--- config.mk ---
export PLATFORM = sky130hd
export DESIGN_NAME = tas_status_thresholds
export DESIGN_NICKNAME = d
export VERILOG_FILES = /design/src/tas_pkg.sv /design/src/tas_sticky.sv /design/src/tas_status_thresholds.sv
export SDC_FILE = /design/constraint.sdc
export NUM_CORES = 1
export LEC_CHECK = 0
export ABC_AREA = 1
export BUFFER_PORTS_ARGS = -buffer_cell sky130_fd_sc_hd__buf_2
export CAP_MARGIN = 10
export CORE_ASPECT_RATIO = 1.75
export CORE_MARGIN = 8
export CORE_UTILIZATION = 45
export CTS_CLUSTER_SIZE = 30
export DETAILED_ROUTE_END_ITERATION = 8
export PLACE_DENSITY = 0.72
export SYNTH_ARGS = -nofsm -noshare
export SYNTH_HDL_FRONTEND = slang
export SYNTH_SLANG_ARGS = --single-unit
--- constraint.sdc ---
create_clock -name clk_sys -period 8.7 [get_ports clk_sys]
set_input_delay 1.305 -clock clk_sys [delete_from_list [all_inputs] [get_ports clk_sys]]
set_output_delay 1.305 -clock clk_sys [all_outputs]
set_load 0.1 [all_outputs]
--- src/tas_pkg.sv ---
// tas_pkg: register map, field layout, codes and carriers for the transmitter status and threshold block
package tas_pkg;

    // register numbers on the command interface
    localparam logic [7:0] REG_STATUS_F = 8'h20;
    localparam logic [7:0] REG_STATUS_W = 8'h21;
    localparam logic [7:0] REG_POW_F = 8'h22;
    localparam logic [7:0] REG_POW_W = 8'h23;
    localparam logic [7:0] REG_FREQ_F = 8'h24;
    localparam logic [7:0] REG_FREQ_W = 8'h25;
    localparam logic [7:0] REG_MOD_RESET = 8'h32;

    // status word fields
    localparam int BIT_XEL = 7;
    localparam int BIT_CEL = 6;
    localparam int BIT_MRL = 5;
    localparam int BIT_CRL = 4;
    localparam int BIT_NOW_LO = 8;
    localparam int BIT_TOP_LO = 12;

    // reset values of the event latches and threshold defaults
    localparam logic MRL_RESET = 1'b1;
    localparam logic CRL_RESET = 1'b1;
    localparam logic [15:0] POW_F_DEF = 16'h012c;
    localparam logic [15:0] POW_W_DEF = 16'h00c8;
    localparam logic [15:0] FREQ_F_DEF = 16'h0032;
    localparam logic [15:0] FREQ_W_DEF = 16'h0019;
    localparam logic [15:0] POW_MAX_DEF = 16'h07d0;
    localparam logic [15:0] FREQ_MAX_DEF = 16'h03e8;

    // packet timeout, as a time and as clock cycles at 100 MHz
    localparam int CLK_PERIOD_NS = 10;
    localparam int PKT_TIMEOUT_US = 200;
    localparam int PKT_TIMEOUT_CYC = PKT_TIMEOUT_US * 1000 / CLK_PERIOD_NS;

    // error condition codes returned in a response
    typedef enum logic [2:0] {
        ERR_OK = 3'b000,
        ERR_READ_ONLY = 3'b001,
        ERR_RANGE = 3'b010,
        ERR_IN_PROGRESS = 3'b011,
        ERR_INVALID = 3'b100,
        ERR_EXEC = 3'b101,
        ERR_VENDOR = 3'b110
    } tas_err_t;

    // register request from the command framing
    typedef struct packed {
        logic wr;
        logic [7:0] addr;
        logic [15:0] data;
    } tas_req_t;

    // response to one request
    typedef struct packed {
        logic xe;
        tas_err_t err;
        logic [15:0] data;
    } tas_rsp_t;

    // measured deviations and condition inputs
    typedef struct packed {
        logic [15:0] power_dev;
        logic [15:0] freq_dev;
        logic [15:0] ageing;
        logic [15:0] ageing_fatal_threshold;
        logic [15:0] ageing_warning_threshold;
        logic fatal_thermal;
        logic warning_thermal;
        logic fatal_vendor;
        logic warning_vendor;
    } tas_cond_t;

    // the four threshold registers
    typedef struct packed {
        logic [15:0] power_fatal_threshold;
        logic [15:0] power_warning_threshold;
        logic [15:0] frequency_fatal_threshold;
        logic [15:0] frequency_warning_threshold;
    } tas_thr_t;

endpackage

--- src/tas_sticky.sv ---
// tas_sticky: one latched flag, set by hardware, cleared by the host, set winning
`timescale 1ns/1ps
module tas_sticky #(
    parameter logic RESET_VAL = 1'b0
) (
    // clock and reset
    input wire logic clk_sys,
    input wire logic rst,
    input wire logic ce,
    // set and clear
    input wire logic set,
    input wire logic clr,
    // flag
    output logic q
);

    logic q_r;
    logic q_nxt;

    // a set in the clearing cycle keeps the flag up
    always_comb
    begin
        q_nxt = set | (q_r & ~clr);
    end

    // register the flag
    always_ff @(posedge clk_sys or posedge rst)
    begin
        if (rst)
            q_r <= RESET_VAL;
        else if (ce)
            q_r <= q_nxt;
    end

    assign q = q_r;

endmodule // tas_sticky

--- src/tas_status_thresholds.sv ---
// tas_status_thresholds: fatal and warning status words and power and frequency thresholds
`timescale 1ns/1ps

////////////////////////////////////////////////////////////////////////////////
// Notes on behaviour
// - bit 11 of each status word follows the fatal or warning vendor fault.
// - ageing above its fatal or warning threshold also raises bit 11.
// - bit 10 is high while frequency deviation exceeds its threshold.
// - bit 9 follows the fatal or warning thermal condition input.
// - bit 8 is high while power deviation exceeds its threshold.
// - bit 7 latches failed immediate commands and failed pending operations.
// - in RS232 mode only failed pending operations set bit 7.
// - bit 6 latches communication errors until the host clears it.
// - bit 5 is one after reset and on every restart until cleared.
// - a write to the module reset register restarts the module and sets bit 5.
// - bit 4 is one after reset and on every interface reset, which flushes buffers.
// - a packet left incomplete past the timeout resets the interface.
// - bits 3 to 0 are sticky copies of bits 11 to 8.
// - writing one clears a latched bit; writing zero leaves it.
// - power thresholds are unsigned 16 bit; out of range writes give execution error.
// - frequency thresholds are unsigned 16 bit and drive the frequency comparisons.
// - thresholds keep a default that a stored configuration may replace.
// - good threshold writes act at once and answer OK with the value.
// - failed accesses answer execution error, a code, data zero, and set error field.
// - a latched condition still present after a clear sets its bit again.
// - bits 15 to 8 show current conditions and ignore writes silently.
module tas_status_thresholds #(
    parameter int TIMEOUT_CYC = tas_pkg::PKT_TIMEOUT_CYC,
    parameter logic [15:0] POW_MAX = tas_pkg::POW_MAX_DEF,
    parameter logic [15:0] FREQ_MAX = tas_pkg::FREQ_MAX_DEF
) (
    // clock, reset, enable
    input wire logic clk_sys,
    input wire logic rst,
    input wire logic ce,
    // register requests and responses
    input wire logic cmd_valid,
    input wire tas_pkg::tas_req_t cmd,
    input wire logic cmd_busy,
    output logic rsp_valid,
    output tas_pkg::tas_rsp_t rsp,
    output tas_pkg::tas_err_t error_field,
    // conditions
    input wire tas_pkg::tas_cond_t cond,
    input wire logic [3:0] fatal_top_now,
    input wire logic [3:0] warning_top_now,
    // events
    input wire logic immediate_fail,
    input wire logic pending_fail,
    input wire logic rs232_mode,
    input wire logic comm_error,
    input wire logic restart_event,
    input wire logic comm_reset_event,
    input wire logic packet_open,
    input wire logic packet_byte,
    // stored configuration
    input wire logic nv_load,
    input wire tas_pkg::tas_thr_t nv_thr,
    // results
    output logic [15:0] fatal_status_word,
    output logic [15:0] warning_status_word,
    output tas_pkg::tas_thr_t thresholds,
    output logic module_restart_req,
    output logic comm_flush
);

    localparam int CW = $clog2(TIMEOUT_CYC + 1);

    ////////////////////////////////////////////////////////////////////////////
    // current conditions
    logic [3:0] fatal_now;
    logic [3:0] warning_now;
    logic [3:0] fatal_latch;
    logic [3:0] warning_latch;
    logic execution_error_latch;
    logic comm_error_latch;
    logic restart_latch;
    logic comm_reset_latch;
    tas_pkg::tas_thr_t thr_r;
    tas_pkg::tas_thr_t thr_nxt;

    // order within each nibble: vendor, frequency, thermal, power
    always_comb
    begin
        fatal_now[3] = cond.fatal_vendor | (cond.ageing > cond.ageing_fatal_threshold);
        warning_now[3] = cond.warning_vendor | (cond.ageing > cond.ageing_warning_threshold);
        fatal_now[2] = cond.freq_dev > thr_r.frequency_fatal_threshold;
        warning_now[2] = cond.freq_dev > thr_r.frequency_warning_threshold;
        fatal_now[1] = cond.fatal_thermal;
        warning_now[1] = cond.warning_thermal;
        fatal_now[0] = cond.power_dev > thr_r.power_fatal_threshold;
        warning_now[0] = cond.power_dev > thr_r.power_warning_threshold;
    end

    ////////////////////////////////////////////////////////////////////////////
    // request decode
    logic wr_f;
    logic wr_w;
    logic ok_wr;
    logic [15:0] clr_mask;
    logic [15:0] status_f;
    logic [15:0] status_w;

    // a successful write to either status word carries a clear mask
    assign wr_f = cmd_valid & cmd.wr & ~cmd_busy & (cmd.addr == tas_pkg::REG_STATUS_F);
    assign wr_w = cmd_valid & cmd.wr & ~cmd_busy & (cmd.addr == tas_pkg::REG_STATUS_W);
    assign ok_wr = wr_f | wr_w;
    assign clr_mask = ok_wr ? cmd.data : 16'h0000; // upper byte ignored

    ////////////////////////////////////////////////////////////////////////////
    // latched deviation flags, one cell per bit
    genvar gi;
    generate
        for (gi = 0; gi < 4; gi++)
        begin : g_dev
            tas_sticky #(.RESET_VAL(1'b0)) u_f (
                .clk_sys(clk_sys),
                .rst(rst),
                .ce(ce),
                .set(fatal_now[gi]),
                .clr(wr_f & cmd.data[gi]),
                .q(fatal_latch[gi])
            );
            tas_sticky #(.RESET_VAL(1'b0)) u_w (
                .clk_sys(clk_sys),
                .rst(rst),
                .ce(ce),
                .set(warning_now[gi]),
                .clr(wr_w & cmd.data[gi]),
                .q(warning_latch[gi])
            );
        end
    endgenerate

    ////////////////////////////////////////////////////////////////////////////
    // event latches shared by both words
    logic xel_set;
    logic mrl_set;
    logic crl_set;
    logic reset_wr;
    logic timeout_hit;

    assign xel_set = pending_fail | (immediate_fail & ~rs232_mode);
    assign reset_wr = cmd_valid & cmd.wr & ~cmd_busy & (cmd.addr == tas_pkg::REG_MOD_RESET);
    assign mrl_set = restart_event | reset_wr;
    assign crl_set = comm_reset_event | timeout_hit;

    tas_sticky #(.RESET_VAL(1'b0)) u_xel (
        .clk_sys(clk_sys),
        .rst(rst),
        .ce(ce),
        .set(xel_set),
        .clr(clr_mask[tas_pkg::BIT_XEL]),
        .q(execution_error_latch)
    );
    tas_sticky #(.RESET_VAL(1'b0)) u_cel (
        .clk_sys(clk_sys),
        .rst(rst),
        .ce(ce),
        .set(comm_error),
        .clr(clr_mask[tas_pkg::BIT_CEL]),
        .q(comm_error_latch)
    );
    tas_sticky #(.RESET_VAL(tas_pkg::MRL_RESET)) u_mrl (
        .clk_sys(clk_sys),
        .rst(rst),
        .ce(ce),
        .set(mrl_set),
        .clr(clr_mask[tas_pkg::BIT_MRL]),
        .q(restart_latch)
    );
    tas_sticky #(.RESET_VAL(tas_pkg::CRL_RESET)) u_crl (
        .clk_sys(clk_sys),
        .rst(rst),
        .ce(ce),
        .set(crl_set),
        .clr(clr_mask[tas_pkg::BIT_CRL]),
        .q(comm_reset_latch)
    );

    // assemble the two words
    assign status_f = {fatal_top_now, fatal_now, execution_error_latch, comm_error_latch,
                       restart_latch, comm_reset_latch, fatal_latch};
    assign status_w = {warning_top_now, warning_now, execution_error_latch, comm_error_latch,
                       restart_latch, comm_reset_latch, warning_latch};
    assign fatal_status_word = status_f;
    assign warning_status_word = status_w;

    ////////////////////////////////////////////////////////////////////////////
    // packet timeout counter
    logic [CW-1:0] to_cnt_r;
    logic [CW-1:0] to_cnt_nxt;
    logic flush_r;
    logic flush_nxt;

    // counts idle cycles inside an open packet; a byte restarts it
    always_comb
    begin
        timeout_hit = packet_open & (to_cnt_r == CW'(TIMEOUT_CYC - 1));
        if (!packet_open || packet_byte || timeout_hit)
            to_cnt_nxt = '0;
        else
            to_cnt_nxt = to_cnt_r + CW'(1);
        flush_nxt = crl_set; // interface reset flushes input buffers
    end

    // register counter and flush strobe
    always_ff @(posedge clk_sys or posedge rst)
    begin
        if (rst)
        begin
            to_cnt_r <= '0;
            flush_r <= 1'b0;
        end
        else if (ce)
        begin
            to_cnt_r <= to_cnt_nxt;
            flush_r <= flush_nxt;
        end
    end

    assign comm_flush = flush_r;

    ////////////////////////////////////////////////////////////////////////////
    // thresholds and responses
    logic rsp_valid_r;
    logic rsp_valid_nxt;
    tas_pkg::tas_rsp_t rsp_r;
    tas_pkg::tas_rsp_t rsp_nxt;
    tas_pkg::tas_err_t err_r;
    tas_pkg::tas_err_t err_nxt;
    logic restart_r;
    logic restart_nxt;
    logic [15:0] rd_data;
    logic is_thr;
    logic is_pow;
    logic in_range;
    tas_pkg::tas_err_t code;

    // decode one request, answer on the next cycle
    always_comb
    begin
        thr_nxt = nv_load ? nv_thr : thr_r; // stored configuration replaces defaults
        rsp_valid_nxt = cmd_valid;
        restart_nxt = reset_wr;
        err_nxt = err_r;
        is_pow = (cmd.addr == tas_pkg::REG_POW_F) || (cmd.addr == tas_pkg::REG_POW_W);
        is_thr = is_pow || (cmd.addr == tas_pkg::REG_FREQ_F) || (cmd.addr == tas_pkg::REG_FREQ_W);
        in_range = is_pow ? (cmd.data <= POW_MAX) : (cmd.data <= FREQ_MAX);
        rd_data = 16'h0000;
        code = tas_pkg::ERR_OK;
        unique case (cmd.addr)
            tas_pkg::REG_STATUS_F: rd_data = status_f;
            tas_pkg::REG_STATUS_W: rd_data = status_w;
            tas_pkg::REG_POW_F: rd_data = thr_r.power_fatal_threshold;
            tas_pkg::REG_POW_W: rd_data = thr_r.power_warning_threshold;
            tas_pkg::REG_FREQ_F: rd_data = thr_r.frequency_fatal_threshold;
            tas_pkg::REG_FREQ_W: rd_data = thr_r.frequency_warning_threshold;
            tas_pkg::REG_MOD_RESET: rd_data = 16'h0000;
            default: code = tas_pkg::ERR_INVALID;
        endcase
        if (cmd_busy)
            code = tas_pkg::ERR_IN_PROGRESS;
        else if (cmd.wr && is_thr && !in_range)
            code = tas_pkg::ERR_RANGE;
        if (cmd_valid && cmd.wr && is_thr && code == tas_pkg::ERR_OK)
        begin
            unique case (cmd.addr)
                tas_pkg::REG_POW_F: thr_nxt.power_fatal_threshold = cmd.data;
                tas_pkg::REG_POW_W: thr_nxt.power_warning_threshold = cmd.data;
                tas_pkg::REG_FREQ_F: thr_nxt.frequency_fatal_threshold = cmd.data;
                default: thr_nxt.frequency_warning_threshold = cmd.data;
            endcase
        end
        if (code != tas_pkg::ERR_OK)
        begin
            rsp_nxt = '{xe: 1'b1, err: code, data: 16'h0000};
            if (cmd_valid)
                err_nxt = code;
        end
        else if (cmd.wr)
            rsp_nxt = '{xe: 1'b0, err: tas_pkg::ERR_OK, data: cmd.data}; // echo written value
        else
            rsp_nxt = '{xe: 1'b0, err: tas_pkg::ERR_OK, data: rd_data};
        if (!cmd_valid)
            rsp_nxt = rsp_r;
    end

    // register thresholds, response and restart strobe
    always_ff @(posedge clk_sys or posedge rst)
    begin
        if (rst)
        begin
            thr_r <= '{tas_pkg::POW_F_DEF, tas_pkg::POW_W_DEF, tas_pkg::FREQ_F_DEF, tas_pkg::FREQ_W_DEF};
            rsp_valid_r <= 1'b0;
            rsp_r <= '{xe: 1'b0, err: tas_pkg::ERR_OK, data: 16'h0000};
            err_r <= tas_pkg::ERR_OK;
            restart_r <= 1'b0;
        end
        else if (ce)
        begin
            thr_r <= thr_nxt;
            rsp_valid_r <= rsp_valid_nxt;
            rsp_r <= rsp_nxt;
            err_r <= err_nxt;
            restart_r <= restart_nxt;
        end
    end

    assign rsp_valid = rsp_valid_r;
    assign rsp = rsp_r;
    assign error_field = err_r;
    assign thresholds = thr_r;
    assign module_restart_req = restart_r;
endmodule // tas_status_thresholds

==> results summary, run 1 <==
The number of max-capacitance violations reported is 0. The final count of negative-setup-slack endpoints came out at 0. The post-synthesis register bit count is 117. The share of the synthesized netlist area taken by xor and xnor gates came out at 0.3428%. The number of different library cells used by synthesis comes to 43.

The maximum buffer depth of the clock tree is 2. The full die area is around 28,000 um2. The worst voltage drop across the vdd grid came out at 0.1436 mV. The first detailed-routing pass took 6 iterations. The clock tree synthesis step divided the H-tree into 4 levels. In the routed layout, each cell is associated on average with a via count of between 5 and 6. The number of enable-type register cells in the synthesized netlist is 0.

In this run, placement finished with an instance count of 2,069. When the netlist entered floorplanning its net count stood at 1,841. The power per standard cell area came out at around 180 nW/um2.

The total overflow left after global routing is 0. In this run the remaining antenna-violating nets after routing total 0. The post-synthesis share of cell area spent on and, or, nand and nor gates is a little under a third.

The post-synthesis compound-gate area fraction is 14.72%. Summing over every cut layer, the via total after detailed routing is 11,470. The number of antenna violations at the first check in global routing came out at 4. The post-placement worst setup slack is about 4.4 ns. After detailed routing, the average wire length per cell comes to 19.99 um. The leading cell type in the layout, fill and taps excluded is sky130_fd_sc_hd__nand2_1. In the final timing run, aggregate negative setup slack is 0 ns.

The number of global-route vias before repair came out at 11,280. The final hold violation count came out at 0. The die width came out at roughly 130 um. The sequential area share after synthesis came out at 28.84%. The post-cts resize count came out at 0. The routability-driven placement congestion ratio came out at around 0.98.

The netlist area before placement is between 10,000 and 15,000 um2. The share of final-layout standard cells stronger than drive strength 1 is 22.27%. The mux contribution to synthesized area came out at 0.4898%. In this run the worst hold path is classified as reg2reg. The time the final worst path needs with I/O delays and setup came out at 4.337 ns. For this run, the number of Yosys warnings is 0. The endpoint kind of the worst setup timing path is an output port. TritonCTS built the clock tree. The die span in y came out at around 220 um. Hold repair after CTS inserted 0 buffers. Setup repair after global routing left no endpoint under its margin. The number of instances in the synthesized netlist came out at ~1,500. Setup slack closes at between 4 and 5 ns. The leakage power summed over all cells is 0.006751 uW.

TritonCTS created 17 clock buffers. Entering global routing, the biggest net connects 129 pins. The layout overhead on the synthesized area is 19.77%. The net count of the finished layout came out at between 2,000 and 2,500. For this run, the total global-route usage over all layers was measured as between 20 and 30%. The count of buffers from port buffering is between 300 and 400. The number of non-filler instances in the completed layout came out at 2,104. Of the total synthesized cell area, the portion taken by full adders, half adders and majority gates is 11.88%.

The clock latency of the later-clocked register in the worst-skew pair is 0.45 ns. Of all flip-flops after synthesis, the portion carrying an async set or reset was 100.0%. The final wirelength came out at 42,060 um. The max-slew violation count was 0. The post-CTS setup buffer count is 0.

The worst setup skew after layout is 0.01475 ns. The effective utilization at floorplan came out at about 45%. STA classifies the critical path startpoint as an input port. The predominant post-synthesis flop cell is sky130_fd_sc_hd__dfrtp_1. The floorplan has 73 rows. After the first detailed-routing iteration, the DRC count stood at 979.

Clock-pin slew was measured on the worst setup and hold paths at 0.06 ns. The arrival time reported for the critical path endpoint came out at 3.03 ns. The worst setup path is of the in2out kind. Data on the critical path is required at its endpoint by 7.39 ns. For this design the top-level I/O count stands at about 320. The number of clock sinks came out at 117. Once detailed placement completed, the half-perimeter wirelength came to 32,690 um.

The maximum fanout count along the critical path came out at 3. The post-route worst hold slack is 0.4766 ns. After synthesis, the largest family of logic cells by area is simple AND/OR/NAND/NOR gates. The wire length of the first global-routing pass came out at 62,300 um.

The transition time at the pin with the least slew margin is 1.167 ns. The top cell types in the final layout, fill and taps aside, are sky130_fd_sc_hd__nand2_1 (549), sky130_fd_sc_hd__buf_2 (315), sky130_fd_sc_hd__inv_1 (166). A synthesized cell averages 6.597 um2. The total area inside the core boundary comes to roughly 23,000 um2. Timing would allow up to between 0.2 and 0.25 GHz. The DRC violations left is 0. The root buffer selected by CTS is sky130_fd_sc_hd__clkbuf_16. The run finished with clean final reports.

The fraction of the cycle the final worst path needs came out at about half. The worst relative slew slack is 22.03%. The register-to-register setup slack is roughly 6.5 ns.
## path summary, 6_finish.rpt
kind / startpoint / end / cells after the start
setup / recovery: cond[63] / warning_status_word[10] / 9
hold / removal: thresholds[17]$_DFFE_PP1P_ / thresholds[17]$_DFFE_PP1P_ / 2
setup reg to reg: to_cnt_r[0]$_DFFE_PP0P_ / to_cnt_r[10]$_DFFE_PP0P_ / 10
hold reg to reg: thresholds[17]$_DFFE_PP1P_ / thresholds[17]$_DFFE_PP1P_ / 2
max in group asynchronous: rst / rsp[2]$_DFFE_PP0P_ / 3
min in group asynchronous: rst / thresholds[40]$_DFFE_PP0P_ / 2
## critical path: stages
cell,delay [ns]
sky130_fd_sc_hd__buf_2,0.11
sky130_fd_sc_hd__ha_1,0.31
sky130_fd_sc_hd__nand4_1,0.11
sky130_fd_sc_hd__nor3_1,0.36
sky130_fd_sc_hd__nand2_1,0.12
sky130_fd_sc_hd__nand2_1,0.09
sky130_fd_sc_hd__nand2_1,0.08
sky130_fd_sc_hd__inv_1,0.10
sky130_fd_sc_hd__buf_2,0.44
## cell families after synthesis
family          after synthesis
simple gates                763
buf+inv                     281
flops                       117
compound gates              282
mux                           5
xor+xnor                      4
fa+ha+maj                    97
## stage by stage
| stage | total power [uW] | util (%) | instance area [um2] |
|---|---|---|---|
| finish | 2168 | 54.25 | 12240 |
| CTS | 2169 | 54.22 | 12230 |
| detailed placement | 1485 | 51.74 | 11670 |
| global placement | 1474 | 51.74 | 11670 |
| floorplan | 1276 | - | 10220 |
| global route | 2259 | 54.25 | 12240 |
## flip-flops by register name, summed over array words and instances (netlist names)
register	count
rsp	20
error_field	3
comm_flush	1
to_cnt_r	15
thresholds	64
g_dev.u_f.q	4
u_cel.q	1
g_dev.u_w.q	4
u_mrl.q	1
u_xel.q	1
u_crl.q	1
rsp_valid	1
module_restart_req	1
## power breakdown
part	internal, uW	leakage, uW	switching, uW
registers	592	0.00144	34.7
clock network	394	0.000259	293
logic	184	0.00505	670
## Yosys cell counts (16+ instances only)
master | instances | area share (%)
sky130_fd_sc_hd__nand2_1 | 549 | 20
sky130_fd_sc_hd__inv_1 | 167 | 6.1
sky130_fd_sc_hd__o21ai_0 | 140 | 6.9
sky130_fd_sc_hd__dfrtp_1 | 102 | 25
sky130_fd_sc_hd__ha_1 | 97 | 12
sky130_fd_sc_hd__nor2_1 | 67 | 2.5
sky130_fd_sc_hd__a21oi_1 | 60 | 2.9
sky130_fd_sc_hd__nand4_1 | 56 | 3.4
sky130_fd_sc_hd__nand3_1 | 49 | 2.4
sky130_fd_sc_hd__clkbuf_1 | 40 | 1.5
sky130_fd_sc_hd__o21ai_1 | 34 | 1.7
sky130_fd_sc_hd__buf_4 | 33 | 2.4
sky130_fd_sc_hd__o22ai_1 | 26 | 1.6
sky130_fd_sc_hd__buf_2 | 25 | 1.2
sky130_fd_sc_hd__nor3_1 | 16 | 0.78
## metal layers
| layer | vias up | track usage, % | part of all wire, % |
|---|---|---|---|
| li1 | 5526 | - | - |
| met1 | 5232 | 28.45 | 33 |
| met2 | 564 | 52.99 | 51 |
| met3 | 149 | 5.405 | 7.3 |
| met4 | 2 | 23.71 | 7.9 |
| met5 | - | 0 | 0.038 |
## layout make-up
class,count,area (um2)
fillers,2293,10320
multi-input cells,1151,6040
flip-flops and latches,117,2947
repair buffers,324,1644
inverters,177,666.9
clock buffers,18,429.2
well taps,300,375.4
clock inverters,14,130.1
diodes,3,7.507
Power figures use the tool's default switching activity.
==> run 2, diff against run 1 <==
- ABC_AREA: 1 -> 0
- PLACE_DENSITY: 0.72 -> 0.76
- clock period: 8.7 -> 3.5 ns (I/O delays scaled with it)
==> run 2 against run 1 <==
Flip-flop and latch count did not move; die area fell by 13%; synthesized area fell by 14%; design area fell by 9.6%; clock skew fell by 0.0039 ns; clock-buffer cell count rose by 2; register-to-register slack got worse by 5.4 ns; non-clock buffer count rose by 10; cell count fell by 29%; combinational power rose by 140%; total power rose to 2.6 times the previous value; largest power group unchanged; highest routed layer is now met4.
==> results summary, run 2 <==
The share of the Yosys chip area taken by registers is between 30 and 40%. The number of cells on the worst reg-to-reg path is 8. The time the final worst path needs with I/O delays and setup is 3.386 ns. The startpoint identified for the worst register-to-register timing path is thresholds[53]$_DFFE_PP1P_. The transition time at the pin with the least slew margin came out at 1.009 ns. The vias per cell came out at 5.873. The met3 routed wirelength is 2067 um.

The violation count after the first detailed-routing iteration came out at 400. The count of buffers from port buffering came out at 316. The worst register-to-register path ends at g_dev[0].u_f.q$_DFFE_PP0P_. The most critical setup path has its startpoint at thresholds[39]$_DFFE_PP1P_.

The synthesized design spends more area on one cell type than any other, namely sky130_fd_sc_hd__dfrtp_1. The termination of the worst setup path is warning_status_word[8]. The post-cts resize count is 0. In this run the register-to-register setup slack is approximately 1.1 ns. The DRC violations left is 0. The total number of yosys warnings came out at 0. The post-synthesis register bit count came out at 117. The average wire per cell in the routed design is 23.19 um. Across the VDD grid, the largest voltage drop is 0.4246 mV. The final wirelength came out at 34,720 um. The leakage power summed over all cells came out at approximately 0.0057 uW. The area fraction of the dominant cell type after synthesis is 29.15%.

The number of filler instances in the final layout came out at 1,782. Across the run, the number of max-cap violations was 0. The detailed router used layers up to and including met4. The effective utilization at floorplan came out at 45.81%.

At the worst endpoint, the required time is approximately 3.0 ns. STA classifies the critical path endpoint as an output port. The iteration count of the initial detailed-routing pass is 7. The clock net in this run drives a total of 117 sinks. After Yosys synthesis, full adders, half adders and majority gates account for 13.86% of the synthesized area.

The post-synthesis compound-gate area fraction is 21.59%. The number of antenna violations at the first check in global routing was 0. The number of non-filler instances in the completed layout is 1,497.

For this design, the CTS-stage hold fixing added 0 buffers. The number of flip-flops in the largest register is 64. Routability-driven placement finished with a final weighted congestion of 0.9479. The total routing usage reported by global routing is 28.17%. The synthesized net count came out at 1,252.

For the final database, setup skew stands at 0.01083 ns. The area of the core is ~19,000 um2. The CTS buffer count came out at 17. The power per standard cell area is 503.6 nW/um2.

The total I/O pin count came out at 317. The predominant post-synthesis flop cell is sky130_fd_sc_hd__dfrtp_1. The die span in y is 200.5 um. Sorting the synthesized cells by area gives the leading types as sky130_fd_sc_hd__dfrtp_1 (29%), sky130_fd_sc_hd__ha_1 (14%), sky130_fd_sc_hd__inv_1 (4.8%), sky130_fd_sc_hd__dfstp_2 (4.5%), sky130_fd_sc_hd__a21oi_1 (3.1%).

The multi-input logic area came out at 4975 um2. At the later pin of the worst-skew pair, clock insertion delay measures 0.42 ns. The length of routed met2 wiring is 18,240 um. The post-synthesis async set-or-reset flop share is between 90% and 100%. The number of antenna-violating nets in the routed design is 0. The routed length on met1 came out at 12,500 um.

The final count of negative-setup-slack endpoints is 0. The H-tree was split into 4 levels. Multiplexer cells account for 5.544% of the synthesized area. The number of instances in the synthesized netlist came out at 960.

The total area of sequential cells is 2947 um2. The type of the worst setup path is reg2out. The commonest cells after synthesis are sky130_fd_sc_hd__inv_1 (113), sky130_fd_sc_hd__dfrtp_1 (102), sky130_fd_sc_hd__ha_1 (97). The flow ran to the end, and the final reports show no timing, DRC or antenna violations.

The worst relative slew slack is 32.46%. The root buffer selected by CTS is sky130_fd_sc_hd__clkbuf_16. Counting along the longest clock path gives a buffer depth of 2.

The synthesized design contains 0 enable-type register cells. The net count of the finished layout came out at 1,535. Setup repair after global routing left no endpoint under its margin. The maximum frequency from static timing analysis is between 0.2 and 0.3 GHz.

The core occupancy in the finished layout is 57.89%. The layout overhead on the synthesized area came out at 26.38%. The netlist area before placement came out at 8756 um2. The number of unique standard cell types used by synthesis is 68. The wire-length estimate of the detail-placed layout is 28,130 um. TritonCTS built the clock tree.

The clock input transition at the sequential cells of the worst setup and hold paths is roughly 0.06 ns. Once the clock tree was built, the setup fixing pass inserted 0 buffers. The share of final-layout standard cells stronger than drive strength 1 is 32.80%. The synthesized netlist devotes between 1.5 and 2% of its cell area to XOR and XNOR gates. Leaving out fill and tap cells, the most frequent cells in the layout are sky130_fd_sc_hd__buf_2 (314), sky130_fd_sc_hd__inv_1 (112), sky130_fd_sc_hd__dfrtp_1 (102). The mean cell area of the mapped netlist came out at 9.121 um2. In the post-synthesis netlist, the cell with the most instances is sky130_fd_sc_hd__inv_1. The final hold violation count is 0.

STA classifies the critical path startpoint as a register. The fraction of the cycle the final worst path needs came out at 96.75%. The post-synthesis share of cell area spent on and, or, nand and nor gates came out at 14.32%. After synthesis, the largest family of logic cells by area is compound AO/OA/AOI/OAI gates. The min-delay analysis places its worst path in the category in2async. The arrival time reported for the critical path endpoint came out at ~2.9 ns.

The cell count after placement came out at about 1,500. The die is 121.4 um wide. The leading cell type in the layout, fill and taps excluded is sky130_fd_sc_hd__buf_2. The number of global-route vias before repair is 9,509.

The number of antenna diodes in the final layout is 0. The first global-routing pass estimated 52,560 um of wire. The standard-cell row count came out at 67. The maximum fanout count along the critical path is 3. Entering global routing, the biggest net connects 57 pins. The overall overflow remaining after global route is 0. The max-slew violation count is 0. The full die area came out at 24,350 um2. The detailed router placed 8,792 vias in this run. The final sum of negative setup slack is 0 ns.
run 2: cell types whose count changed after synthesis, sizes merged, moves of 24 or more:
cell,previous run,this run
or3,0,25
inv,176,114
o21ai,174,47
nor2,72,38
nand4,60,24
a22oi,0,26
nand2,554,65
nand3,51,27
run 2: layout make-up:
class,instances,area share (%)
clock inverters,12,1.820
well taps,241,2.725
repair buffers,334,15.90
inverters,115,3.935
multi-input cells,658,44.96
flip-flops and latches,117,26.63
clock buffers,20,4.037
run 2: kinds of logic after synthesis:
| kind of cell | count (synthesis) |
|---|---|
| AOI/OAI and AO/OA | 269 |
| xor gates and xnor gates | 15 |
| adders and majority gates | 97 |
| buffers and inverters | 185 |
| DFF | 117 |
| muxes | 37 |
| and+or+nand+nor | 240 |
run 2: critical path: stages, from the launching register on:
cell                        delay, ns
sky130_fd_sc_hd__dfstp_2         0.55
sky130_fd_sc_hd__inv_1           0.06
sky130_fd_sc_hd__ha_1            0.31
sky130_fd_sc_hd__nand2_1         0.06
sky130_fd_sc_hd__o21a_1          0.25
sky130_fd_sc_hd__o211a_1         0.24
sky130_fd_sc_hd__o2111ai_1       0.29
sky130_fd_sc_hd__o41a_1          0.25
sky130_fd_sc_hd__buf_2           0.44
run 2: worst min-delay path by stage:
stage                                      end  slack, ns  depth (start not counted)                start
CTS                 thresholds[37]$_DFFE_PP0P_       0.29                          2                  rst
finish                     u_cel.q$_DFFE_PP0P_       0.28                          2                  rst
global placement           rsp[16]$_DFFE_PP0P_       0.46                          2  rsp[16]$_DFFE_PP0P_
floorplan                  u_mrl.q$_DFFE_PP1P_       0.45                          2  u_mrl.q$_DFFE_PP1P_
global route        thresholds[44]$_DFFE_PP0P_       0.32                          3           nv_thr[44]
detailed placement         rsp[17]$_DFFE_PP0P_       0.46                          1  rsp[17]$_DFFE_PP0P_
run 2: per-layer routing:
metal | up-vias | track usage [%]
met3 | 97 | 4.985
met4 | 0 | 17.77
li1 | 4056 | -
met1 | 4257 | 29.91
met2 | 382 | 49.64
met5 | - | 0
run 2: through the flow:
| step | total power, uW | setup WS [ns] | area (um2) | hold slack (ns) |
|---|---|---|---|---|
| after floorplan | 3127 | 0.3849 | 8760 | 0.4540 |
| after global placement | 3625 | 0.4263 | 10420 | 0.4574 |
| after detailed placement | 3656 | 0.4049 | 10420 | 0.4618 |
| after CTS | 5606 | 0.1155 | 11070 | 0.2908 |
| after global routing | 5796 | 0.01877 | 11070 | 0.3168 |
| final | 5573 | 0.1136 | 11070 | 0.2791 |
run 2: report_power, final:
part | switching [uW] | leakage (uW) | total [uW] | internal (uW)
logic | 1540 | 0.00400 | 2040 | 499
clock network | 650 | 0.000311 | 1930 | 1280
registers | 119 | 0.00138 | 1600 | 1480
total | 2310 | 0.00569 | 5570 | 3260
